### config.mk
export PLATFORM = sky130hd
export DESIGN_NAME = dsr_sense_unit
export DESIGN_NICKNAME = d
export VERILOG_FILES = /design/src/rtl/dsr_byte_mux.v /design/src/rtl/dsr_sense_unit.v
export VERILOG_INCLUDE_DIRS = /design/src /design/src/rtl
export SDC_FILE = /design/constraint.sdc
export NUM_CORES = 1
export LEC_CHECK = 0
export BUFFER_PORTS_ARGS = -buffer_cell sky130_fd_sc_hd__buf_2
export CAP_MARGIN = 40
export CORE_MARGIN = 8
export CORE_UTILIZATION = 28
export CTS_CLUSTER_DIAMETER = 60
export DETAILED_ROUTE_END_ITERATION = 12
export PLACE_DENSITY = 0.55
export SLEW_MARGIN = 20
export SYNTH_ARGS = -nofsm -noshare
export SYNTH_HDL_FRONTEND = slang
export SYNTH_SLANG_ARGS = --single-unit
### constraint.sdc
create_clock -name mclk -period 2.05 [get_ports mclk]
set_input_delay 0.205 -clock mclk [delete_from_list [all_inputs] [get_ports mclk]]
set_output_delay 0.205 -clock mclk [all_outputs]
set_load 0.02 [all_outputs]
### src/rtl/dsr_regs.vh
// Purpose: constants for the disk adapter sense reporting block
// Assumes: included by bare name from design files
// Notes:   bit numbers are counted from the most significant bit of each byte
`ifndef DSR_REGS_VH
`define DSR_REGS_VH

// ----------------------------------------------------------------
// sense record layout
// ----------------------------------------------------------------
`define DSR_SENSE_BYTES       3'd6
`define DSR_IDX_CMD_ERR       3'd0
`define DSR_IDX_OP_ERR        3'd1
`define DSR_IDX_EQUIP         3'd2
`define DSR_IDX_LINES         3'd3
`define DSR_IDX_DRIVE         3'd4
`define DSR_IDX_OVFL          3'd5
`define DSR_SENSE_RESET       8'h00

// byte 0 bit positions (bit 0 is the msb, held at index 7)
`define DSR_B0_CMD_REJECT     7
`define DSR_B0_INTERVENTION   6
`define DSR_B0_BUS_PARITY     5
`define DSR_B0_EQUIP_CHECK    4
`define DSR_B0_DATA_CHECK     3
`define DSR_B0_OVERRUN        2
`define DSR_B0_TRACK_COND     1
`define DSR_B0_SEEK_CHECK     0

// byte 1 bit positions
`define DSR_B1_COUNT_CHECK    7
`define DSR_B1_TRACK_OVERRUN  6
`define DSR_B1_END_CYL        5
`define DSR_B1_INVALID_SEQ    4
`define DSR_B1_NO_RECORD      3
`define DSR_B1_FILE_PROTECT   2
`define DSR_B1_MISS_MARK      1
`define DSR_B1_OVFL_INC       0

// byte 2 bit positions; bits 1, 6 and 7 reserved
`define DSR_B2_UNSAFE         7
`define DSR_B2_SERDES         5
`define DSR_B2_SEL_STATUS     4
`define DSR_B2_CYCLIC         3
`define DSR_B2_UNSEL_STATUS   2
`define DSR_B2_USED_MASK      8'hBC

// byte 4 drive numbering
`define DSR_DRIVE_UNDEFINED   4'hF

// byte 5 interrupted command codes
`define DSR_OVF_NONE          3'd0
`define DSR_OVF_READ          3'd1
`define DSR_OVF_WRITE         3'd2
`define DSR_OVF_KD_EQ         3'd3
`define DSR_OVF_KD_HI         3'd4
`define DSR_OVF_KD_HIEQ       3'd5
`define DSR_OVF_KD_LOW        3'd6
`define DSR_OVF_KD_HIGH       3'd7
`define DSR_CODE_READ         8'h06
`define DSR_CODE_WRITE        8'h05
`define DSR_CODE_KD_EQ        8'h25
`define DSR_CODE_KD_HI        8'h45
`define DSR_CODE_KD_HIEQ      8'h65
`define DSR_CODE_KD_LOW       8'h55
`define DSR_CODE_KD_HIGH      8'h75

// ----------------------------------------------------------------
// command decode
// ----------------------------------------------------------------
`define DSR_CMD_SENSE         8'h04
`define DSR_CMD_NOOP          8'h03
`define DSR_CMD_RESTORE       8'h17
`define DSR_DEC_TEST          2'b00
`define DSR_DEC_WRITE         2'b01
`define DSR_DEC_READ          2'b10
`define DSR_DEC_CONTROL       2'b11

`endif

### src/rtl/dsr_byte_mux.v
// Purpose: selects one sense byte from the six-byte record by index
// Assumes: index beyond five reads as zero
// Notes:   combinational; caller registers the result
`timescale 1ns/100ps
`default_nettype none
`include "dsr_regs.vh"

module dsr_byte_mux (
    input  wire [47:0] record,
    input  wire [2:0]  index,
    output reg  [7:0]  byte_out
);

    // ----------------------------------------------------------------
    // byte select
    // ----------------------------------------------------------------
    // byte 0 sits in the top lane so the record reads left to right
    always @* begin
        case (index)
            3'd0:    byte_out = record[47:40];
            3'd1:    byte_out = record[39:32];
            3'd2:    byte_out = record[31:24];
            3'd3:    byte_out = record[23:16];
            3'd4:    byte_out = record[15:8];
            3'd5:    byte_out = record[7:0];
            default: byte_out = `DSR_SENSE_RESET;
        endcase
    end

endmodule
`default_nettype wire

### src/rtl/dsr_sense_unit.v
// Purpose: gathers the six-byte sense record and moves it out on a sense command
// Assumes: events are one-cycle pulses synchronous to mclk; storage accepts one
//          byte per cycle while st_ready is high
// Notes:   byte 3 and byte 4 are sampled live at transfer time
`timescale 1ns/100ps
`default_nettype none
`include "dsr_regs.vh"

// Summary of operation
// - a sense command stores up to six sense bytes from its data address
// - sense is posted only in the ending routine, never earlier
// - unit-check sense sets contingent connection; only same-module sense then accepted
// - any sense condition expanding status also raises unit check
// - outbound data parity error sets byte 0 bit 2
// - equipment check sets byte 0 bit 3 plus its byte 2 detail
// - data check sets byte 0 bit 4; count field adds byte 1 bit 0
// - late share-cycle or trap service sets byte 0 bit 5
// - defective track or alternate-track switch sets byte 0 bit 6
// - incomplete seek or head-compare failure sets byte 0 bit 7
// - write unfinished at index sets byte 1 bit 1
// - multi-track past last cylinder address sets byte 1 bit 2
// - invalid command sequence sets byte 1 bit 3 and byte 0 bit 0
// - two index passes sets byte 1 bit 4; missing home/record zero adds bit 6
// - equal sequence flags on successive counts set byte 1 bit 6
// - file mask violation sets byte 1 bit 5
// - stopped overflow sets byte 1 bit 7 and the byte 5 code; its cause bit comes on its own event line
// - byte 2 carries unsafe, serdes, selected, cyclic, unselected; rest reserved
// - byte 3 mirrors live selected drive interface lines
// - byte 4 low nibble is drive number, 1111 when no plug
// - byte 5 zero except overflow incomplete, then interrupted command code
// - decode from command bits 6 and 7; sense goes to control routine
// - active first command clears sense; no-op or restore keeps it
module dsr_sense_unit (
    input  wire        mclk,
    input  wire        rst_n,
    // command presentation
    input  wire        cmd_valid,
    input  wire [7:0]  cmd_code,
    input  wire        cmd_first,
    input  wire [2:0]  cmd_module,
    input  wire [15:0] cmd_count,
    input  wire        length_suppress_flag,
    input  wire [23:0] cmd_addr,

    // operation events, one-cycle pulses
    input  wire        ev_cmd_reject,
    input  wire        ev_intervention,
    input  wire        ev_bus_parity,
    input  wire        ev_data_check,
    input  wire        ev_count_field,
    input  wire        ev_clock_through,
    input  wire        ev_overrun,
    input  wire        ev_track_cond,
    input  wire        ev_seek_check,
    input  wire        ev_track_overrun,
    input  wire        ev_end_cyl,
    input  wire        ev_invalid_seq,
    input  wire        ev_no_record,
    input  wire        ev_miss_home,
    input  wire        ev_miss_mark,
    input  wire        ev_file_protect,
    input  wire        ev_ovfl_stop,
    input  wire [2:0]  ev_ovfl_kind,
    input  wire [7:0]  ev_equip_detail,
    input  wire        op_end,

    // drive side
    input  wire [7:0]  drive_lines,
    input  wire [3:0]  drive_plug,

    // outputs, with the st_ready input of the store handshake
    output reg         cmd_accept,
    output reg         cmd_refuse,
    output reg  [1:0]  cmd_decode,
    output reg         ctl_route,
    output reg         unit_check,
    output reg         contingent,
    output reg         st_valid,
    input  wire        st_ready,
    output reg  [23:0] st_addr,
    output reg  [7:0]  st_data,
    output reg         sense_done,
    output reg  [3:0]  block_check_appendix
);

    // ----------------------------------------------------------------
    // states and storage
    // ----------------------------------------------------------------
    localparam ST_IDLE = 1'b0;
    localparam ST_MOVE = 1'b1;

    reg        state;

    reg [7:0]  acc0;          // accumulating during the operation
    reg [7:0]  acc1;
    reg [7:0]  acc2;
    reg [7:0]  acc5;

    reg [7:0]  post0;         // posted copy read by sense
    reg [7:0]  post1;
    reg [7:0]  post2;
    reg [7:0]  post5;

    reg [2:0]  sel_module;
    reg [2:0]  byte_idx;
    reg [2:0]  byte_last;

    reg [7:0]  next_acc0;
    reg [7:0]  next_acc1;
    reg [7:0]  next_acc2;
    reg [7:0]  next_acc5;

    wire [7:0] mux_byte;
    wire       is_sense;
    wire       keep_old;
    wire       refuse_now;

    // command classes
    assign is_sense   = (cmd_code == `DSR_CMD_SENSE);
    assign keep_old   = (cmd_code == `DSR_CMD_NOOP) || (cmd_code == `DSR_CMD_RESTORE);
    // other modules locked out while contingent connection stands
    assign refuse_now = contingent && ((cmd_module != sel_module) || !is_sense);

    // ----------------------------------------------------------------
    // record byte selection
    // ----------------------------------------------------------------
    // bytes 3 and 4 are live, so the mux sees them unlatched
    dsr_byte_mux u_mux (
        .record   ({post0, post1, post2, drive_lines, 4'h0, drive_plug, post5}),
        .index    (byte_idx),
        .byte_out (mux_byte)
    );

    // ----------------------------------------------------------------
    // event accumulation
    // ----------------------------------------------------------------
    // sets are or-ed in after any clear so a same-cycle event survives
    always @* begin
        next_acc0 = acc0;
        next_acc1 = acc1;
        next_acc2 = acc2;
        next_acc5 = acc5;

        if (cmd_valid && state == ST_IDLE && !refuse_now && cmd_first && !keep_old
            && !is_sense) begin
            next_acc0 = `DSR_SENSE_RESET;
            next_acc1 = `DSR_SENSE_RESET;
            next_acc2 = `DSR_SENSE_RESET;
            next_acc5 = `DSR_SENSE_RESET;
        end

        // byte 0 faults
        if (ev_cmd_reject)
            next_acc0[`DSR_B0_CMD_REJECT] = 1'b1;

        if (ev_intervention)
            next_acc0[`DSR_B0_INTERVENTION] = 1'b1;

        if (ev_bus_parity)
            next_acc0[`DSR_B0_BUS_PARITY] = 1'b1;

        if (|(ev_equip_detail & `DSR_B2_USED_MASK)) begin
            next_acc0[`DSR_B0_EQUIP_CHECK] = 1'b1;
            next_acc2 = next_acc2 | (ev_equip_detail & `DSR_B2_USED_MASK);
        end

        // clock-through fields never flag a data check
        if (ev_data_check && !ev_clock_through) begin
            next_acc0[`DSR_B0_DATA_CHECK] = 1'b1;
            if (ev_count_field)
                next_acc1[`DSR_B1_COUNT_CHECK] = 1'b1;
        end

        if (ev_overrun)
            next_acc0[`DSR_B0_OVERRUN] = 1'b1;

        if (ev_track_cond)
            next_acc0[`DSR_B0_TRACK_COND] = 1'b1;

        if (ev_seek_check)
            next_acc0[`DSR_B0_SEEK_CHECK] = 1'b1;

        // byte 1 faults
        if (ev_track_overrun)
            next_acc1[`DSR_B1_TRACK_OVERRUN] = 1'b1;

        if (ev_end_cyl)
            next_acc1[`DSR_B1_END_CYL] = 1'b1;

        if (ev_invalid_seq) begin
            next_acc1[`DSR_B1_INVALID_SEQ] = 1'b1;
            next_acc0[`DSR_B0_CMD_REJECT] = 1'b1;
        end

        if (ev_no_record)
            next_acc1[`DSR_B1_NO_RECORD] = 1'b1;

        // both bits
        if (ev_miss_home) begin
            next_acc1[`DSR_B1_NO_RECORD] = 1'b1;
            next_acc1[`DSR_B1_MISS_MARK] = 1'b1;
        end

        if (ev_miss_mark)
            next_acc1[`DSR_B1_MISS_MARK] = 1'b1;

        if (ev_file_protect)
            next_acc1[`DSR_B1_FILE_PROTECT] = 1'b1;

        // overflow stop: cause bits arrive on their own event lines
        if (ev_ovfl_stop) begin
            next_acc1[`DSR_B1_OVFL_INC] = 1'b1;
            case (ev_ovfl_kind)
                `DSR_OVF_READ:    next_acc5 = `DSR_CODE_READ;
                `DSR_OVF_WRITE:   next_acc5 = `DSR_CODE_WRITE;
                `DSR_OVF_KD_EQ:   next_acc5 = `DSR_CODE_KD_EQ;
                `DSR_OVF_KD_HI:   next_acc5 = `DSR_CODE_KD_HI;
                `DSR_OVF_KD_HIEQ: next_acc5 = `DSR_CODE_KD_HIEQ;
                `DSR_OVF_KD_LOW:  next_acc5 = `DSR_CODE_KD_LOW;
                `DSR_OVF_KD_HIGH: next_acc5 = `DSR_CODE_KD_HIGH;
                default:          next_acc5 = `DSR_SENSE_RESET;
            endcase
        end
    end

    always @(posedge mclk or negedge rst_n) begin
        if (!rst_n) begin
            acc0 <= `DSR_SENSE_RESET;
            acc1 <= `DSR_SENSE_RESET;
            acc2 <= `DSR_SENSE_RESET;
            acc5 <= `DSR_SENSE_RESET;
        end else begin
            acc0 <= next_acc0;
            acc1 <= next_acc1;
            acc2 <= next_acc2;
            acc5 <= next_acc5;
        end
    end

    // ----------------------------------------------------------------
    // posting at the ending routine
    // ----------------------------------------------------------------
    // the posted copy moves only on op_end so a sense never sees half an operation
    always @(posedge mclk or negedge rst_n) begin
        if (!rst_n) begin
            post0      <= `DSR_SENSE_RESET;
            post1      <= `DSR_SENSE_RESET;
            post2      <= `DSR_SENSE_RESET;
            post5      <= `DSR_SENSE_RESET;
            unit_check <= 1'b0;
            contingent <= 1'b0;
        end else begin
            if (op_end) begin
                post0      <= next_acc0;
                post1      <= next_acc1;
                post2      <= next_acc2;
                post5      <= next_acc5;

                unit_check <= (|next_acc0) || (|next_acc1) || (|next_acc2);
                contingent <= (|next_acc0) || (|next_acc1) || (|next_acc2);
            end else if (sense_done) begin
                // a completed sense releases the connection; new posting would win
                contingent <= 1'b0;
                unit_check <= 1'b0;
            end
        end
    end

    // ----------------------------------------------------------------
    // command decode and sense transfer
    // ----------------------------------------------------------------
    always @(posedge mclk or negedge rst_n) begin
        if (!rst_n) begin
            state                <= ST_IDLE;
            cmd_accept           <= 1'b0;
            cmd_refuse           <= 1'b0;
            cmd_decode           <= `DSR_DEC_TEST;
            ctl_route            <= 1'b0;
            sel_module           <= 3'd0;
            byte_idx             <= 3'd0;
            byte_last            <= 3'd0;
            st_valid             <= 1'b0;
            st_addr              <= 24'h000000;
            st_data              <= 8'h00;
            sense_done           <= 1'b0;
            block_check_appendix <= `DSR_DRIVE_UNDEFINED;
        end else begin
            // pulses drop unless set
            cmd_accept           <= 1'b0;
            cmd_refuse           <= 1'b0;
            ctl_route            <= 1'b0;
            sense_done           <= 1'b0;
            block_check_appendix <= drive_plug;

            case (state)
                ST_IDLE: begin
                    if (cmd_valid) begin
                        cmd_decode <= cmd_code[1:0];
                        if (refuse_now) begin
                            cmd_refuse <= 1'b1;
                        end else begin
                            cmd_accept <= 1'b1;
                            sel_module <= cmd_module;
                            if (is_sense && cmd_count != 16'h0000) begin
                                // nonzero counts other than six go ahead; length_suppress_flag is never examined
                                ctl_route <= 1'b1;
                                state     <= ST_MOVE;
                                byte_idx  <= 3'd0;
                                st_addr   <= cmd_addr;
                                // short counts trim, long counts stop at six
                                if (cmd_count < 16'h0006)
                                    byte_last <= cmd_count[2:0] - 3'd1;
                                else
                                    byte_last <= `DSR_SENSE_BYTES - 3'd1;
                            end
                        end
                    end
                end
                ST_MOVE: begin
                    // held until taken
                    if (!st_valid) begin
                        st_valid <= 1'b1;
                        st_data  <= mux_byte;
                    end else if (st_ready) begin
                        if (byte_idx == byte_last) begin
                            st_valid   <= 1'b0;
                            sense_done <= 1'b1;
                            state      <= ST_IDLE;
                        end else begin
                            byte_idx <= byte_idx + 3'd1;
                            st_addr  <= st_addr + 24'h000001;
                            st_valid <= 1'b0;
                        end
                    end
                end
                default: state <= ST_IDLE;
            endcase
        end
    end

endmodule
`default_nettype wire

==> results by group <==
Run status
  – Status: complete, no violations

Cells and area
  – Area growth from synthesis to layout: 37.85%
  – Post-Layout Cell Count: 989
  – Area of the multi-input gates: 2470 sq um
  – N_diodes: 0
  – Layout cell share with drive strength beyond 1: 0.3702
  – Cell area after layout: 7660 sq um
  – Sequential Area: 2962 sq um
  – Fillers: 1,936
  – Nets: 819

Floorplan
  – Die ar.: 24,610 sq um
  – Starting Density: 0.2855
  – Die Wd: 156.9 um
  – Die height: 156.9 um
  – I/O pin count: 143
  – Row cnt: 51
  – Core Area: 19,460 sq um

Flow run
  – Max-Cap Viols: 0

Clock network
  – Clock latency at the later pin of the worst-skew pair: 0.41 ns
  – Clk buf depth: 2
  – CTS Buf Count: 17
  – CTS H-tree depth: 4
  – Reg clk slew, reported paths: 0.06 ns
  – Clock Sink Count: 118
  – CTS tree: built
  – Clock root cell: clkbuf_16

Power and ir drop
  – Total power: 6.759 mW
  – VDD IR max: 0.0005499 V
  – Static leakage: 3.308 nW
  – PwrDens: 882.3 nW/um^2

Setup path
  – Reg-to-reg slack, setup: 0.14 ns
  – CP Class: reg -> reg
  – Setup crit start kind: flip-flop
  – R2R Path End: st_data[6]
  – CP max stage delay: 0.43 ns
  – Crit-path max FO: 8
  – R2r worst-path depth: 7
  – Crit end category: flip-flop
  – Worst-path cell chain: ha_1, ha_1, a222oi_1, nor2_1, nor2_1, a211oi_1, a21o_1
  – CP required: 2.34 ns
  – Reg-to-Reg Start: byte_idx[0]
  – Slowest cell on the critical path: dfrtp_1
  – CP arrival: 2.20 ns

Synthesis
  – Adder-cell area share of the yosys netlist: 0.01801
  – Seq/Total Area, Yosys: 0.5323
  – Synth top area share: 0.5134
  – Synth warnings: 0
  – Post-Synth Simple-Gate Area: 0.1554
  – Synth Flop Type: dfrtp_1
  – Gate count of the mapped netlist: 524
  – Post-synth ARST share: 1.000
  – Mapped Nets: 630
  – Commonest cells post-synth: 114 x dfrtp_1, 60 x nand2_1, 33 x o21ai_0
  – Cell taking the most area after synthesis: dfrtp_1
  – Syn_area_per_cell: 10.60 sq um
  – Main combinational cell family by area after synthesis: compound AO/OA/AOI/OAI gates
  – Seq cells post-synth: 118
  – XOR/XNOR share of the synthesized area: 0.01261
  – Post-synth EDFFs: 0
  – Compound-Gate Fraction of Synth Area: 0.1797
  – Main area contributors after synthesis: dfrtp_1 51%, mux2_2 6.1%, nand2_1 4.1%
  – Library cells used by synthesis: 60
  – Post-Syn Area: 5557 sq um
  – Top-count cell post-synth: dfrtp_1
  – Post-synthesis mux area share: 0.07341

Worst hold path
  – Hold Path End: acc0[2]
  – Worst Min Path Start: ev_overrun
  – Hold Crit Depth: 2
  – Worst hold path type: in -> reg

Placement
  – RD Place Congestion: 0.7916
  – # port buffers: 138
  – Hpwl dp: 12,680 um
  – Dpl cell area: 6874 sq um
  – Placed Cells: 946

STA
  – Fin Hold WS: 0.01859 ns
  – Setup-failing EPs final: 0
  – Tightest Pin Transition: 0.4969 ns
  – Max Freq: 0.5235 GHz
  – Final period utilization: 0.9318
  – Final hold violations: 0
  – Clock skew after layout: 0.01421 ns
  – Fin crit period: 1.910 ns
  – Slew margin rel.: 0.6687
  – Final Max Tran Viols: 0

Detailed routing
  – WL per Instance: 17.09 um
  – WL final: 16,900 um
  – DR iter-0 viols: 317
  – Post-DRT Antenna Nets: 0
  – DR DRC count: 0
  – Vias per cell: 4.906
  – Drt first pass iters: 6
  – Vias: 4,852

Global route
  – First-pass GRT wire length: 27,520 um
  – Pin count of the biggest net entering global routing: 40
  – Grt ovf: 0
  – Overall Global Routing Usage: 0.1434
  – Number of global-route vias before repair: 5,063
  – Initial antenna violation count: 1
==> power by group <==
part | internal [mW] | total [mW] | leakage, nW | switching (mW)
Sequential | 2.49 | 2.62 | 1.31 | 0.123
Combinational | 0.379 | 0.931 | 1.70 | 0.552
Clock | 2.17 | 3.21 | 0.303 | 1.04
Total | 5.05 | 6.76 | 3.31 | 1.71
==> area by class of cell <==
type	instances	area share
inverter	12	0.005880
tap	265	0.04329
sequential	118	0.3866
timing repair buffer	196	0.1599
clock inverter	9	0.02303
clock buffer	21	0.05880
multi-input combinational	368	0.3224
==> repair_timing <==
action	in CTS	in global routing
endpoints found under the setup margin	0	35
buffers inserted	0	4
hold endpoints to repair	32	0
gates resized for setup	0	10
hold buffers	9	0
==> state kept, by name, indices dropped and copies added, names as in the netlist, 4 cells and up <==
signal / flops
post1: 8
acc0: 8
st_data: 8
st_addr: 24
acc1: 8
block_check_appendix: 4
acc5: 8
post5: 8
acc2: 8
post2: 8
post0: 8
==> layout by cell type, fill, tap and decap left out, types with 6 or more instances in the layout <==
cell           netlist  layout
ha_1                 8       7
xnor2_1              8       7
o21ai_0             33      33
nand3_1             17      15
nand4_1              8       8
a21oi_1             26      26
a21o_1              19      19
mux2_2              30      30
mux2i_1              7       7
dfrtp_1            114     111
a22oi_1              7       7
nor4_1              11      11
buf_2                4     137
a221o_1              7       7
nor2_1              32      32
inv_1               11      11
nand3b_1             8       8
dlygate4sd3_1        0       9
nand2_1             60      60
and2_1               6       6
o22ai_1              6       6
a222oi_1             7       7
clkbuf_16            0      17
buf_4                1      42
a31oi_1             10      10
==> metal layers <==
layer,part of all wire,GRT usage
met1,0.46,0.1850
met2,0.46,0.2241
met3,0.075,0.05598
met4,0.0046,0.02792
met5,0.00071,0
==> worst max-delay path, delay by kind of cell (launching register included) <==
| family | cells | cell delay [ns] |
|---|---|---|
| compound gates | 3 | 0.64 |
| fa+ha+maj | 2 | 0.54 |
| flops | 1 | 0.43 |
| simple gates | 2 | 0.18 |
==> worst max path at each step <==
stage | start | end | slack, ns
after floorplan | st_addr[0] | st_addr[20] | -0.00009
after global placement | cmd_code[3] | post2[4] | -0.12
after detailed placement | cmd_code[3] | post2[5] | -0.15
after CTS | st_addr[0] | st_addr[18] | 0.04
after global routing | st_addr[0] | st_addr[20] | -0.003
final | byte_idx[0] | st_data[6] | 0.14
==> logic make-up after synthesis <==
family / count (synthesis)
muxes: 37
xor gates and xnor gates: 8
adders and majority gates: 8
and+or+nand+nor: 172
DFF: 118
buffers and inverters: 38
AOI/OAI and AO/OA: 143
==> metrics by stage <==
step | setup TNS, ns | utilization | setup WS [ns]
after floorplan | -0.00009237 | - | -0.00009237
after global placement | -2.732 | 0.3532 | -0.1200
after detailed placement | -3.703 | 0.3532 | -0.1538
after CTS | 0 | 0.3900 | 0.04004
after global routing | -0.002888 | 0.3936 | -0.002888
final | 0 | 0.3936 | 0.1399
Note: power is estimated with default switching activity, not from simulation.
